--- config.mk ---
export PLATFORM = sky130hd
export DESIGN_NAME = ccim_irq_merge
export DESIGN_NICKNAME = d
export VERILOG_FILES = /design/src/rtl/ccim_pkg.sv /design/src/rtl/ccim_irq_merge.sv
export SDC_FILE = /design/constraint.sdc
export NUM_CORES = 1
export LEC_CHECK = 0
export BUFFER_PORTS_ARGS = -buffer_cell sky130_fd_sc_hd__buf_2
export CORE_MARGIN = 2
export CORE_UTILIZATION = 30
export CTS_CLUSTER_DIAMETER = 100
export DETAILED_ROUTE_END_ITERATION = 7
export SLEW_MARGIN = 20
export SYNTH_ARGS = -nofsm -noshare
export SYNTH_HDL_FRONTEND = slang
export SYNTH_SLANG_ARGS = --single-unit
--- constraint.sdc ---
create_clock -name clk_i -period 5.2 [get_ports clk_i]
set_input_delay 0.78 -clock clk_i [delete_from_list [all_inputs] [get_ports clk_i]]
set_output_delay 0.78 -clock clk_i [all_outputs]
set_load 0.02 [all_outputs]
--- src/rtl/ccim_pkg.sv ---
package ccim_pkg;

    // Register byte offsets on the Wishbone slave
    localparam logic [7:0] OFS_FUNC_SELECT  = 8'h00;
    localparam logic [7:0] OFS_FUNC_ENABLE  = 8'h04;
    localparam logic [7:0] OFS_ENABLE_MASK  = 8'h08;
    localparam logic [7:0] OFS_PENDING      = 8'h0C;
    localparam logic [7:0] OFS_COMBINED_IRQ = 8'h10;
    localparam logic [7:0] OFS_BASE_IRQ     = 8'h14;
    localparam logic [7:0] OFS_CTRL_BASE    = 8'h20;
    localparam logic [7:0] OFS_CMP_BASE     = 8'h40;
    localparam logic [7:0] OFS_BANK_MASK    = 8'hE0;

    // Reset values
    localparam logic [7:0]  RST_BYTE = 8'h00;
    localparam logic [12:0] RST_CTRL = 13'h0000;
    localparam logic [15:0] RST_CMP  = 16'h0000;

    // Interrupt control fields
    localparam int          FLAG_BIT  = 3;
    localparam int          LEVEL_MSB = 2;

    // Writable bits of a channel control word; soft clear reads zero
    localparam logic [12:0] CTRL_WMASK = 13'h1BF3;
    localparam int          GSC_BIT    = 10;

    // Operation field codes, waveform generation
    localparam logic [1:0] OP_SINGLE = 2'b00;
    localparam logic [1:0] OP_SR     = 2'b01;
    localparam logic [1:0] OP_PHASE  = 2'b10;

    // Operation field codes, time measurement
    localparam logic [1:0] EDGE_NONE = 2'b00;
    localparam logic [1:0] EDGE_RISE = 2'b01;
    localparam logic [1:0] EDGE_FALL = 2'b10;
    localparam logic [1:0] EDGE_BOTH = 2'b11;

    // Input filter codes
    localparam logic [1:0] FILT_OFF   = 2'b00;
    localparam logic [1:0] FILT_TIMER = 2'b10;
    localparam logic [1:0] FILT_SYS   = 2'b11;

    // Filter length in samples
    localparam int FILT_TAPS = 3;

    // Per-channel control word
    typedef struct packed {
        logic       output_flip;
        logic       reload_at_reset;
        logic       gate_soft_clear;
        logic       gate_clear_on_match;
        logic       gate_option;
        logic       count_divide_option;
        logic       output_start_level;
        logic [1:0] input_filter_select;
        logic [1:0] unused_bits;
        logic [1:0] operation_select;
    } ccim_chan_ctrl_type;

    // Interrupt control register content
    typedef struct packed {
        logic       request_flag;
        logic [2:0] priority_level;
    } ccim_irq_ctrl_type;

endpackage

--- src/rtl/ccim_irq_merge.sv ---
`timescale 1ns/1ns
// How it works
// - Base reset or overflow sets base flag
// - Channel request sets its pending bit
// - Enable mask gates channel into combined interrupt
// - Enabled request sets pending and combined flag
// - CPU acceptance leaves pending bits set
// - Requests while pending is set are lost
// - Pending register readable to find channel
// - Waveform modes single, set-reset, phase-delayed
// - Measurement edges none, rising, falling, both
// - Filter off, timer-clock or system-clock sampling
// - Start level sets initial waveform output
// - Reload bit picks immediate or base-reset load
// - Gate cleared on paired match or soft
// - Flip bit inverts the waveform output
// - Divide option bit applies the prescaler
// - Select bit picks measurement or waveform
// - Enable bit activates channel function
// - Control holds level, flag bit 3
module ccim_irq_merge #(
    parameter int CHANNELS   = 8,
    parameter int PRESCALE_N = 2
) (
    input  wire logic        clk_i,
    input  wire logic        reset_i,
    input  wire logic        wb_cyc_i,
    input  wire logic        wb_stb_i,
    input  wire logic        wb_we_i,
    input  wire logic [7:0]  wb_adr_i,
    input  wire logic [3:0]  wb_sel_i,
    input  wire logic [31:0] wb_dat_i,
    output logic      [31:0] wb_dat_o,
    output logic             wb_ack_o,
    input  wire logic        base_tick_i,
    input  wire logic        base_reset_i,
    input  wire logic        base_overflow_i,
    input  wire logic [15:0] base_count_i,
    input  wire logic [7:0]  capture_pin_i,
    input  wire logic        irq_accept_i,
    input  wire logic        base_accept_i,
    output logic      [7:0]  wave_o,
    output logic             combined_irq_o,
    output logic      [2:0]  combined_level_o,
    output logic             base_irq_o,
    output logic      [2:0]  base_level_o
);

    ccim_pkg::ccim_chan_ctrl_type ctrl_q [8];
    logic [15:0]                  shadow_q [8];
    logic [15:0]                  active_q [8];
    logic [ccim_pkg::FILT_TAPS-1:0] shift_q [8];
    logic [7:0]                   div_q [8];
    logic [7:0]                   fsel_q;
    logic [7:0]                   fen_q;
    logic [7:0]                   mask_q;
    logic [7:0]                   pend_q;
    logic [7:0]                   filt_q;
    logic [7:0]                   prev_q;
    logic [7:0]                   gate_shut_q;
    logic [7:0]                   wave_q;
    ccim_pkg::ccim_irq_ctrl_type  cirq_q;
    ccim_pkg::ccim_irq_ctrl_type  birq_q;
    logic                         req;
    logic                         wr;
    logic                         in_ctrl;
    logic                         in_cmp;
    logic [2:0]                   bank_idx;
    logic [7:0]                   match;
    logic [7:0]                   cap_hit;
    logic [7:0]                   raw_evt;
    logic [7:0]                   evt;
    logic [7:0]                   set_vec;
    logic [7:0]                   pend_clr;
    logic [7:0]                   soft_clr;
    logic [31:0]                  rd_d;

    // Byte-lane merge of one 8-bit field
    function automatic logic [7:0] merge8(input logic [7:0] old_v, input logic [7:0] new_v,
                                          input logic lane);
        merge8 = lane ? new_v : old_v;
    endfunction

    // Sample strobe chosen by the filter field
    function automatic logic sample_en(input logic [1:0] sel, input logic tick);
        unique case (sel)
            ccim_pkg::FILT_TIMER: sample_en = tick;
            ccim_pkg::FILT_SYS:   sample_en = 1'b1;
            default:              sample_en = 1'b0;
        endcase
    endfunction

    // Bus decode: one request per transfer, answered next cycle
    assign req      = wb_cyc_i && wb_stb_i && !wb_ack_o;
    assign wr       = req && wb_we_i;
    assign bank_idx = wb_adr_i[4:2];
    assign in_ctrl  = (wb_adr_i & ccim_pkg::OFS_BANK_MASK) == ccim_pkg::OFS_CTRL_BASE;
    assign in_cmp   = (wb_adr_i & ccim_pkg::OFS_BANK_MASK) == ccim_pkg::OFS_CMP_BASE;

    // Channel event generation
    always_comb begin
        for (int i = 0; i < CHANNELS; i++) begin
            match[i] = base_count_i == active_q[i];
            unique case (ctrl_q[i].operation_select)
                ccim_pkg::EDGE_RISE: cap_hit[i] = filt_q[i] && !prev_q[i];
                ccim_pkg::EDGE_FALL: cap_hit[i] = !filt_q[i] && prev_q[i];
                ccim_pkg::EDGE_BOTH: cap_hit[i] = filt_q[i] != prev_q[i];
                default:             cap_hit[i] = 1'b0;
            endcase
            if (fsel_q[i]) begin
                raw_evt[i] = cap_hit[i] && !(ctrl_q[i].gate_option && gate_shut_q[i]);
            end else begin
                raw_evt[i] = match[i];
            end
            raw_evt[i] = raw_evt[i] && fen_q[i];
            evt[i]     = raw_evt[i] && (!ctrl_q[i].count_divide_option ||
                         div_q[i] == 8'(PRESCALE_N - 1));
            soft_clr[i] = wr && in_ctrl && bank_idx == 3'(i) && wb_sel_i[1] &&
                          wb_dat_i[ccim_pkg::GSC_BIT];
        end
        set_vec  = evt & ~pend_q;
        pend_clr = (wr && wb_adr_i == ccim_pkg::OFS_PENDING && wb_sel_i[0]) ?
                   ~wb_dat_i[7:0] : 8'h00;
    end

    // Input filter: level accepted after equal samples
    always_ff @(posedge clk_i) begin
        for (int i = 0; i < CHANNELS; i++) begin
            if (reset_i) begin
                shift_q[i] <= '0;
                filt_q[i]  <= 1'b0;
                prev_q[i]  <= 1'b0;
            end else begin
                prev_q[i] <= filt_q[i];
                if (sample_en(ctrl_q[i].input_filter_select, base_tick_i)) begin
                    shift_q[i] <= {shift_q[i][ccim_pkg::FILT_TAPS-2:0], capture_pin_i[i]};
                end
                if (ctrl_q[i].input_filter_select == ccim_pkg::FILT_OFF) begin
                    filt_q[i] <= capture_pin_i[i];
                end else if (&shift_q[i] || ~|shift_q[i]) begin
                    filt_q[i] <= shift_q[i][0];
                end
            end
        end
    end

    // Prescaler counters
    always_ff @(posedge clk_i) begin
        for (int i = 0; i < CHANNELS; i++) begin
            if (reset_i || !ctrl_q[i].count_divide_option) begin
                div_q[i] <= 8'h00;
            end else if (raw_evt[i]) begin
                div_q[i] <= (div_q[i] == 8'(PRESCALE_N - 1)) ? 8'h00 : div_q[i] + 8'h01;
            end
        end
    end

    // Capture gate: shut by a capture, reopened by match or soft clear
    always_ff @(posedge clk_i) begin
        for (int i = 0; i < CHANNELS; i++) begin
            if (reset_i) begin
                gate_shut_q[i] <= 1'b0;
            end else if (soft_clr[i] ||
                         (ctrl_q[i].gate_clear_on_match && match[i ^ 1])) begin
                gate_shut_q[i] <= 1'b0;
            end else if (raw_evt[i] && fsel_q[i] && ctrl_q[i].gate_option) begin
                gate_shut_q[i] <= 1'b1;
            end
        end
    end

    // Waveform generation per channel
    always_ff @(posedge clk_i) begin
        for (int i = 0; i < CHANNELS; i++) begin
            if (reset_i) begin
                wave_q[i] <= 1'b0;
            end else if (!fen_q[i] || fsel_q[i] || base_reset_i) begin
                wave_q[i] <= ctrl_q[i].output_start_level;
            end else begin
                unique case (ctrl_q[i].operation_select)
                    ccim_pkg::OP_SINGLE: if (match[i]) wave_q[i] <= !ctrl_q[i].output_start_level;
                    ccim_pkg::OP_SR: begin
                        if (match[i]) begin
                            wave_q[i] <= !ctrl_q[i].output_start_level;
                        end else if (match[i ^ 1]) begin
                            wave_q[i] <= ctrl_q[i].output_start_level;
                        end
                    end
                    ccim_pkg::OP_PHASE: if (match[i]) wave_q[i] <= !wave_q[i];
                    default: wave_q[i] <= wave_q[i];
                endcase
            end
        end
    end

    // Output stage with inversion
    always_ff @(posedge clk_i) begin
        for (int i = 0; i < CHANNELS; i++) begin
            if (reset_i) begin
                wave_o[i] <= 1'b0;
            end else begin
                wave_o[i] <= wave_q[i] ^ ctrl_q[i].output_flip;
            end
        end
    end

    // Channel control and compare registers
    always_ff @(posedge clk_i) begin
        for (int i = 0; i < CHANNELS; i++) begin
            if (reset_i) begin
                ctrl_q[i]   <= ccim_pkg::RST_CTRL;
                shadow_q[i] <= ccim_pkg::RST_CMP;
                active_q[i] <= ccim_pkg::RST_CMP;
            end else begin
                if (wr && in_ctrl && bank_idx == 3'(i)) begin
                    ctrl_q[i] <= {wb_sel_i[1] ? wb_dat_i[12:8] : ctrl_q[i][12:8],
                                  merge8(ctrl_q[i][7:0], wb_dat_i[7:0], wb_sel_i[0])} &
                                 ccim_pkg::CTRL_WMASK;
                end
                if (wr && in_cmp && bank_idx == 3'(i)) begin
                    shadow_q[i] <= {merge8(shadow_q[i][15:8], wb_dat_i[15:8], wb_sel_i[1]),
                                    merge8(shadow_q[i][7:0], wb_dat_i[7:0], wb_sel_i[0])};
                    if (!ctrl_q[i].reload_at_reset) begin
                        active_q[i] <= {merge8(shadow_q[i][15:8], wb_dat_i[15:8], wb_sel_i[1]),
                                        merge8(shadow_q[i][7:0], wb_dat_i[7:0], wb_sel_i[0])};
                    end
                end else if (base_reset_i && ctrl_q[i].reload_at_reset) begin
                    active_q[i] <= shadow_q[i];
                end
            end
        end
    end

    // Function select, enable and mask registers
    always_ff @(posedge clk_i) begin
        if (reset_i) begin
            fsel_q <= ccim_pkg::RST_BYTE;
            fen_q  <= ccim_pkg::RST_BYTE;
            mask_q <= ccim_pkg::RST_BYTE;
        end else if (wr) begin
            if (wb_adr_i == ccim_pkg::OFS_FUNC_SELECT) fsel_q <= merge8(fsel_q, wb_dat_i[7:0], wb_sel_i[0]);
            if (wb_adr_i == ccim_pkg::OFS_FUNC_ENABLE) fen_q  <= merge8(fen_q, wb_dat_i[7:0], wb_sel_i[0]);
            if (wb_adr_i == ccim_pkg::OFS_ENABLE_MASK) mask_q <= merge8(mask_q, wb_dat_i[7:0], wb_sel_i[0]);
        end
    end

    // Pending bits: sticky, set wins over a zero write
    always_ff @(posedge clk_i) begin
        if (reset_i) begin
            pend_q <= ccim_pkg::RST_BYTE;
        end else begin
            pend_q <= (pend_q & ~pend_clr) | evt;
        end
    end

    // Combined interrupt control: level and request flag
    always_ff @(posedge clk_i) begin
        if (reset_i) begin
            cirq_q <= '0;
        end else begin
            if (wr && wb_adr_i == ccim_pkg::OFS_COMBINED_IRQ && wb_sel_i[0]) begin
                cirq_q <= wb_dat_i[3:0];
            end else if (irq_accept_i) begin
                cirq_q.request_flag <= 1'b0;
            end
            if (|(set_vec & mask_q)) begin
                cirq_q.request_flag <= 1'b1;
            end
        end
    end

    // Base timer interrupt control
    always_ff @(posedge clk_i) begin
        if (reset_i) begin
            birq_q <= '0;
        end else begin
            if (wr && wb_adr_i == ccim_pkg::OFS_BASE_IRQ && wb_sel_i[0]) begin
                birq_q <= wb_dat_i[3:0];
            end else if (base_accept_i) begin
                birq_q.request_flag <= 1'b0;
            end
            if (base_reset_i || base_overflow_i) begin
                birq_q.request_flag <= 1'b1;
            end
        end
    end

    // Interrupt outputs
    assign combined_irq_o   = cirq_q.request_flag;
    assign combined_level_o = cirq_q.priority_level;
    assign base_irq_o       = birq_q.request_flag;
    assign base_level_o     = birq_q.priority_level;

    // Read multiplexer; unmapped addresses read zero
    always_comb begin
        rd_d = 32'h0000_0000;
        if (in_ctrl) begin
            rd_d[12:0] = ctrl_q[bank_idx];
        end else if (in_cmp) begin
            rd_d[15:0] = shadow_q[bank_idx];
        end else begin
            unique case (wb_adr_i)
                ccim_pkg::OFS_FUNC_SELECT:  rd_d[7:0] = fsel_q;
                ccim_pkg::OFS_FUNC_ENABLE:  rd_d[7:0] = fen_q;
                ccim_pkg::OFS_ENABLE_MASK:  rd_d[7:0] = mask_q;
                ccim_pkg::OFS_PENDING:      rd_d[7:0] = pend_q;
                ccim_pkg::OFS_COMBINED_IRQ: rd_d[3:0] = cirq_q;
                ccim_pkg::OFS_BASE_IRQ:     rd_d[3:0] = birq_q;
                default:                    rd_d = 32'h0000_0000;
            endcase
        end
    end

    // Wishbone answer: ack one cycle after the request
    always_ff @(posedge clk_i) begin
        if (reset_i) begin
            wb_ack_o <= 1'b0;
            wb_dat_o <= 32'h0000_0000;
        end else begin
            wb_ack_o <= req;
            wb_dat_o <= req ? rd_d : 32'h0000_0000;
        end
    end
endmodule

==> key figures, run 1 <==
Outcome
  – Status: finished, final reports clean

Clocking
  – CTS root buf: clkbuf_16
  – CTS buffer count: 55
  – Clock Latency Late Sink: 0.62 ns
  – Bufs on Longest Clock Path: 3
  – Clk pin slew, worst setup/hold paths: 0.06 ns
  – CTS tree: yes
  – Post-CTS Setup Bufs: 0
  – Sink Count: 521
  – Htree depth: 2
  – CTS Hold Bufs: 0
  – CTS resizes: 0

Routing
  – Drt wl/cell: 23.2 um
  – Number of remaining DRC errors: 0
  – Post-DRT Antenna Nets: 0
  – Iter 0 DRT Violations: 2346
  – DR vias: 19.8k
  – Drt via density: 5.40
  – Pre-Repair DR Iteration Count: 5
  – WL final: 85000 um

Global routing
  – Largest net degree at the start of global routing: 53
  – Vias in the first global route: 18.5k
  – Gr usage total: 18.2%
  – Initial antenna violation count: 10
  – GRT overflow: 0
  – First-pass GRT wire length: 125000 um

Critical path
  – CP Launch Type: primary input
  – CP Class: in2reg
  – Reg2reg end: div_q[1][23]
  – Worst Reg-to-Reg Cells: 7
  – Worst setup path startpoint: base_count_i[8]
  – Crit path required time: 5.66 ns
  – CP Max Fanout: 8
  – Critical Path End: div_q[1][23]
  – Crit path DAT: 3.76 ns
  – Reg-to-Reg Start: active_q[1][46]
  – CP Capture Type: flop
  – Worst R2R Setup Slack: 1.95 ns

Logic synthesis
  – Yosys top cell by area: edfxtp_1
  – Cell variety after synth: 81
  – Async set or reset register ratio after synthesis: 0%
  – Post-Syn Area: 26900 um^2
  – Yosys warning total: 0
  – Post-synthesis sequential area ratio: 54.6%
  – Syn Area/Cell: 11.2 um^2
  – Post-synth EDFFs: 424
  – Cells after synthesis: 2391
  – Largest cells by area after synthesis: edfxtp_1 (47%), dfxtp_1 (7.2%), mux4_2 (5.0%), a22o_1 (4.2%), nand2_1 (4.0%)
  – Yosys top cell area share: 47.4%
  – Top FF cell, synth: edfxtp_1
  – Register bit total from synthesis: 521

Power
  – Leak Pwr: 10.8 nW
  – Pwr Density: 323 nW/um^2
  – Worst IR Drop VDD: 0.000183 V
  – Tot Pwr: 9.82 mW

Layout
  – Fillers: 8753
  – Fin nets: 2592
  – P&R area growth vs syn: 13.3%
  – Post-layout util: 34.4%
  – Layout cells sized above 1: 12.8%

Floorplan
  – Cell Rows: 109
  – DIE AREA: 91900 um^2
  – IO Count: 127
  – Die H: 303 um
  – Die X-Extent: 303 um
  – Core area: 88500 um^2
  – Initial Util: 30.3%

Place
  – Post-DP HPWL: 60500 um
  – Worst slack at placement: 1.29 ns
  – PortBufs: 92
  – GPL Wtd Cong: 0.945

Worst hold path
  – Worst Hold Class: in2reg

Timing
  – Clock Skews: 0.0163 ns
  – Final setup margin: 1.90 ns
  – Post-route minimum period: 3.30 ns
  – RSZ-0062 raised after global routing: false
  – Slew Limit Fails: 0
  – Max Fclk: 303 MHz
  – Hold Vio Cnt, Final: 0
  – WHS: 0.396 ns
  – Final critical-path share of the clock period: 63.5%
  – Setup TNS: 0 ns
  – Rel. slew slack: 29.7%
  – Worst Tran Pin Value: 1.05 ns
  – Final setup fails: 0

Flow run
  – Max-cap violations: 0
==> cell type report <==
type	count	area, um^2	area share [%]
well taps	1165	1460	4.79
multi-input cells	1667	11300	37.2
clock buffers	78	1620	5.31
inverters	74	278	0.913
clock inverters	24	302	0.991
flip-flops and latches	521	14700	48.2
diodes	2	5.00	0.0164
repair buffers	131	773	2.54
==> metrics by stage <==
step	cell area [um^2]	cells
after floorplan	26900	2406
after global placement	28500	3558
after detailed placement	28500	3558
after CTS	30400	3660
after global routing	30400	3660
final	30400	3662
==> how the worst min path moves through the flow <==
stage | startpoint | endpoint | cells after the start
global route | base_overflow_i | base_irq_o | 3
finish | base_overflow_i | base_irq_o | 3
floorplan | ctrl_q[2][7] | gate_shut_q[2] | 1
detailed placement | mask_q[0] | mask_q[0] | 2
CTS | base_overflow_i | base_irq_o | 3
global placement | mask_q[0] | mask_q[0] | 2
==> placed cells by master (no fill, tap or decap), types with 60 or more instances in the layout <==
master	count
edfxtp_1	424
nand2_1	282
nor2_1	242
a21oi_1	193
a22o_1	128
xor2_1	100
dfxtp_1	97
nand3_1	93
buf_2	89
xnor2_1	85
inv_1	71
ha_1	64
mux4_2	60
==> cells by family after synthesis <==
family	Yosys count	share of synthesized area, %
AOI/OAI and AO/OA	486	12.3
other	1	0.0140
DFF	521	54.6
and+or+nand+nor	828	14.5
muxes	88	6.09
buffers and inverters	218	3.44
xor gates and xnor gates	185	6.03
adders and majority gates	64	2.98
==> metal layers <==
metal	global-route usage [%]	up-vias	share of wire, %
met5	0	-	0.14
met3	3.31	185	8.9
li1	-	8900	-
met2	27.7	907	44
met4	6.49	20	3.7
met1	26.0	9764	43
==> critical path, stage by stage <==
cell	delay, ns
buf_2	0.36
xor2_1	0.12
nor4_1	0.62
nand4_1	0.65
nor2_1	0.22
o21ai_0	0.26
nand4bb_1	0.52
nor2_1	0.22
==> synthesized netlist by cell type (15+ instances only) <==
| library cell | instances |
|---|---|
| xnor2_1 | 85 |
| nor2_1 | 242 |
| buf_4 | 17 |
| ha_1 | 64 |
| xor2_1 | 100 |
| a31oi_1 | 15 |
| nand2_1 | 283 |
| mux4_2 | 60 |
| edfxtp_1 | 424 |
| nor3_1 | 30 |
| and3_1 | 20 |
| buf_1 | 15 |
| nand4_1 | 28 |
| nand3_1 | 93 |
| and2_1 | 26 |
| nor4_1 | 25 |
| o21ai_0 | 50 |
| buf_2 | 27 |
| inv_1 | 74 |
| a22o_1 | 128 |
| dfxtp_1 | 97 |
| a21oi_1 | 193 |
| mux2i_1 | 25 |
| clkbuf_1 | 84 |
==> flip-flops by register name, summed over array words and instances (netlist names), 3 cells and up <==
| register | flops |
|---|---|
| active_q | 128 |
| shadow_q | 128 |
| ctrl_q | 80 |
| div_q | 64 |
| shift_q | 24 |
| wb_dat_o | 16 |
| fen_q | 8 |
| filt_q | 8 |
| fsel_q | 8 |
| gate_shut_q | 8 |
| mask_q | 8 |
| pend_q | 8 |
| prev_q | 8 |
| wave_o | 8 |
| wave_q | 8 |
| base_level_o | 3 |
| combined_level_o | 3 |
==> power breakdown <==
| group | internal [mW] | switching [mW] |
|---|---|---|
| Clock | 2.50 | 1.73 |
| Combinational | 0.251 | 0.544 |
| Sequential | 4.66 | 0.128 |
Power figures use the tool's default switching activity.
==> inputs of run 2 (changes only) <==
- clock period: 5.2 -> 2.7 ns (I/O delays scaled with it)
==> run 2 against run 1 <==
Effect of this change: flip-flop and latch count unchanged; cell area rose by 4.1%; sequential power is 93% higher; clock power is 85% higher; the flow now finishes with violations (negative setup slack); clock-buffer cell count grew 4; register-to-register slack worse by 2.0 ns; die area unchanged; cell count up 3.4%; first-iteration DRC count up 4.8%; global-route usage up 0.41 points.
==> key figures, run 2 (synthesis results as in run 1) <==
Floorplan
  – Cell Rows: 109 (unchanged)
  – Core area: 88500 um^2 (unchanged)
  – DIE AREA: 91900 um^2 (unchanged)
  – Initial Util: 30.3% (unchanged)
  – IO Count: 127 (unchanged)
  – Die H: 303 um (unchanged)
  – Die X-Extent: 303 um (unchanged)

Routing
  – Pre-Repair DR Iteration Count: 5 (unchanged)
  – WL final: 86700 um (+2.0%)
  – Iter 0 DRT Violations: 2458 (+4.8%)
  – Drt wl/cell: 22.9 um (-1.3%)
  – DR vias: 20.2k (+2.3%)
  – Post-DRT Antenna Nets: 0 (unchanged)
  – Number of remaining DRC errors: 0 (unchanged)
  – Drt via density: 5.34 (-1.0%)

Layout
  – Storage element area: 14700 um^2 (unchanged)
  – Finished Layout Cells: 3786 (+3.4%)
  – Final Cell Area: 31700 um^2 (+4.1%)
  – Layout cells sized above 1: 16.5% (+3.7 points)
  – Multi-input logic area: 11400 um^2 (+0.22%)
  – P&R area growth vs syn: 17.9%
  – Commonest cells after routing, fill and taps aside: edfxtp_1 (424), nand2_1 (283), nor2_1 (242)
  – Fillers: 8669 (-0.96%)
  – Commonest non-fill, non-tap cell in the layout: edfxtp_1
  – Regs by FF count: active_q (128), shadow_q (128), ctrl_q (80)
  – Fin nets: 2714 (+4.7%)

Critical path
  – CP Max Fanout: 2 (-6)
  – Most used cell, CP: buf_4
  – CP cell instances: xor2_1, nor4_2, buf_4, nand4_1, buf_4, buf_4, o32ai_1, a311oi_1, a31oi_1
  – CP Class: reg2reg
  – Crit path required time: 3.25 ns (-2.41 ns)
  – Slowest stage delay, CP: 0.42 ns (-0.23 ns)
  – Slowest cell on the critical path: o32ai_1
  – Crit path DAT: 3.28 ns (-0.48 ns)
  – CP Launch Type: flop
  – CP Capture Type: flop

Power
  – Worst IR Drop VDD: 0.000446 V (+140%)
  – Leak Pwr: 11.5 nW (+6.2%)
  – Tot Pwr: 18.8 mW (+91%)
  – Pwr Density: 593 nW/um^2 (+84%)

Place
  – GPL Wtd Cong: 0.943 (-0.19%)
  – PortBufs: 92 (unchanged)
  – DP Area: 29800 um^2 (+4.5%)
  – Post-DP HPWL: 63500 um (+4.8%)
  – Placed Cells: 3674 (+3.3%)

Timing
  – Hold Vio Cnt, Final: 0 (unchanged)
  – Worst Tran Pin Value: 0.867 ns (-0.185 ns)
  – Clock Skews: 0.0212 ns (+0.00491 ns)
  – Slew Limit Fails: 0 (unchanged)
  – Max Fclk: 366 MHz
  – Post-route minimum period: 2.73 ns
  – Final setup fails: 1 (+1)
  – Rel. slew slack: 41.8% (+12 points)
  – RSZ-0062 raised after global routing: false
  – Final setup margin: -0.0307 ns (-1.93 ns)
  – Final critical-path share of the clock period: 101%

Outcome
  – Status: complete, but fails checks
  – Violated checks: negative setup slack

Global routing
  – First-pass GRT wire length: 127000 um (+2.0%)
  – GRT overflow: 0 (unchanged)
  – Vias in the first global route: 19.1k (+3.5%)
  – Largest net degree at the start of global routing: 76 (+43%)
  – Initial antenna violation count: 7 (-3)
  – Gr usage total: 18.6% (+0.41 points)

Clocking
  – Clock Latency Late Sink: 0.62 ns (about the same)
  – CTS tree: yes
  – Clk pin slew, worst setup/hold paths: 0.06 ns (about the same)
  – CTS root buf: clkbuf_16
  – Sink Count: 521 (unchanged)
  – Htree depth: 2 (unchanged)
  – Bufs on Longest Clock Path: 3 (unchanged)
  – CTS buffer count: 58 (+5.5%)

Worst hold path
  – Worst Hold Class: in2reg

Flow run
  – Max-cap violations: 0 (unchanged)
[run 2: final cells by class]
cell class	count	area share, %
multi-input combinational	1667	35.8
clock inverter	22	0.656
antenna	5	0.0395
inverter	74	0.877
tap	1165	4.60
sequential	521	46.3
timing repair buffer	250	6.54
clock buffer	82	5.10
[run 2: metal layers]
| layer | routed length [um] | share of wire, % | vias up | GRT usage, % |
|---|---|---|---|---|
| met5 | 35 | 0.040 | - | 0 |
| met4 | 3320 | 3.8 | 8 | 6.71 |
| met3 | 8310 | 9.6 | 161 | 3.74 |
| met2 | 37800 | 44 | 993 | 28.2 |
| met1 | 37300 | 43 | 9937 | 26.4 |
| li1 | - | - | 9136 | - |
[run 2: final timing paths]
check / start / end / slack (ns) / cells after the start
setup reg to reg: active_q[1][41] / combined_irq_o / -0.03 / 9
hold / removal: capture_pin_i[4] / filt_q[4] / 0.07 / 3
hold reg to reg: mask_q[0] / mask_q[0] / 0.47 / 2
setup / recovery: active_q[1][41] / combined_irq_o / -0.03 / 9
[run 2: report_power, final]
part / switching [mW] / total, mW / internal, mW
sequential: 0.255 / 9.23 / 8.98
clock: 3.33 / 7.84 / 4.51
combinational: 1.08 / 1.69 / 0.612
total: 4.67 / 18.8 / 14.1
[run 2: what timing repair did]
action | CTS | global route
pin swaps | 1 | 3
setup buffers | 0 | 2
hold buffers | 1 | 0
resized for setup | 3 | 4
setup endpoints to repair | 16 | 29
endpoints found under the hold margin | 1 | 0
[run 2: worst max-delay path: cells and delay by family (launching register included)]
kind	cells	cell delay (ns)
buffers and inverters	3	0.63
and+or+nand+nor	2	0.76
AOI/OAI and AO/OA	3	0.73
xor gates and xnor gates	1	0.18
DFF	1	0.39
[run 2: stage by stage]
| stage | worst slack, ns | hold WS [ns] | util (%) | setup TNS [ns] |
|---|---|---|---|---|
| 6_report | -0.0307 | 0.0683 | 35.8 | -0.0307 |
| 5_1_grt | 0.00426 | 0.0663 | 35.8 | 0 |
| 4_1_cts | 0.0746 | 0.0515 | 35.7 | 0 |
| 3_5_place_dp | -0.396 | 0.460 | 33.6 | -6.19 |
| 3_3_place_gp | -0.343 | 0.453 | 33.6 | -5.85 |
| 2_1_floorplan | -0.00930 | 0.416 | - | -0.283 |
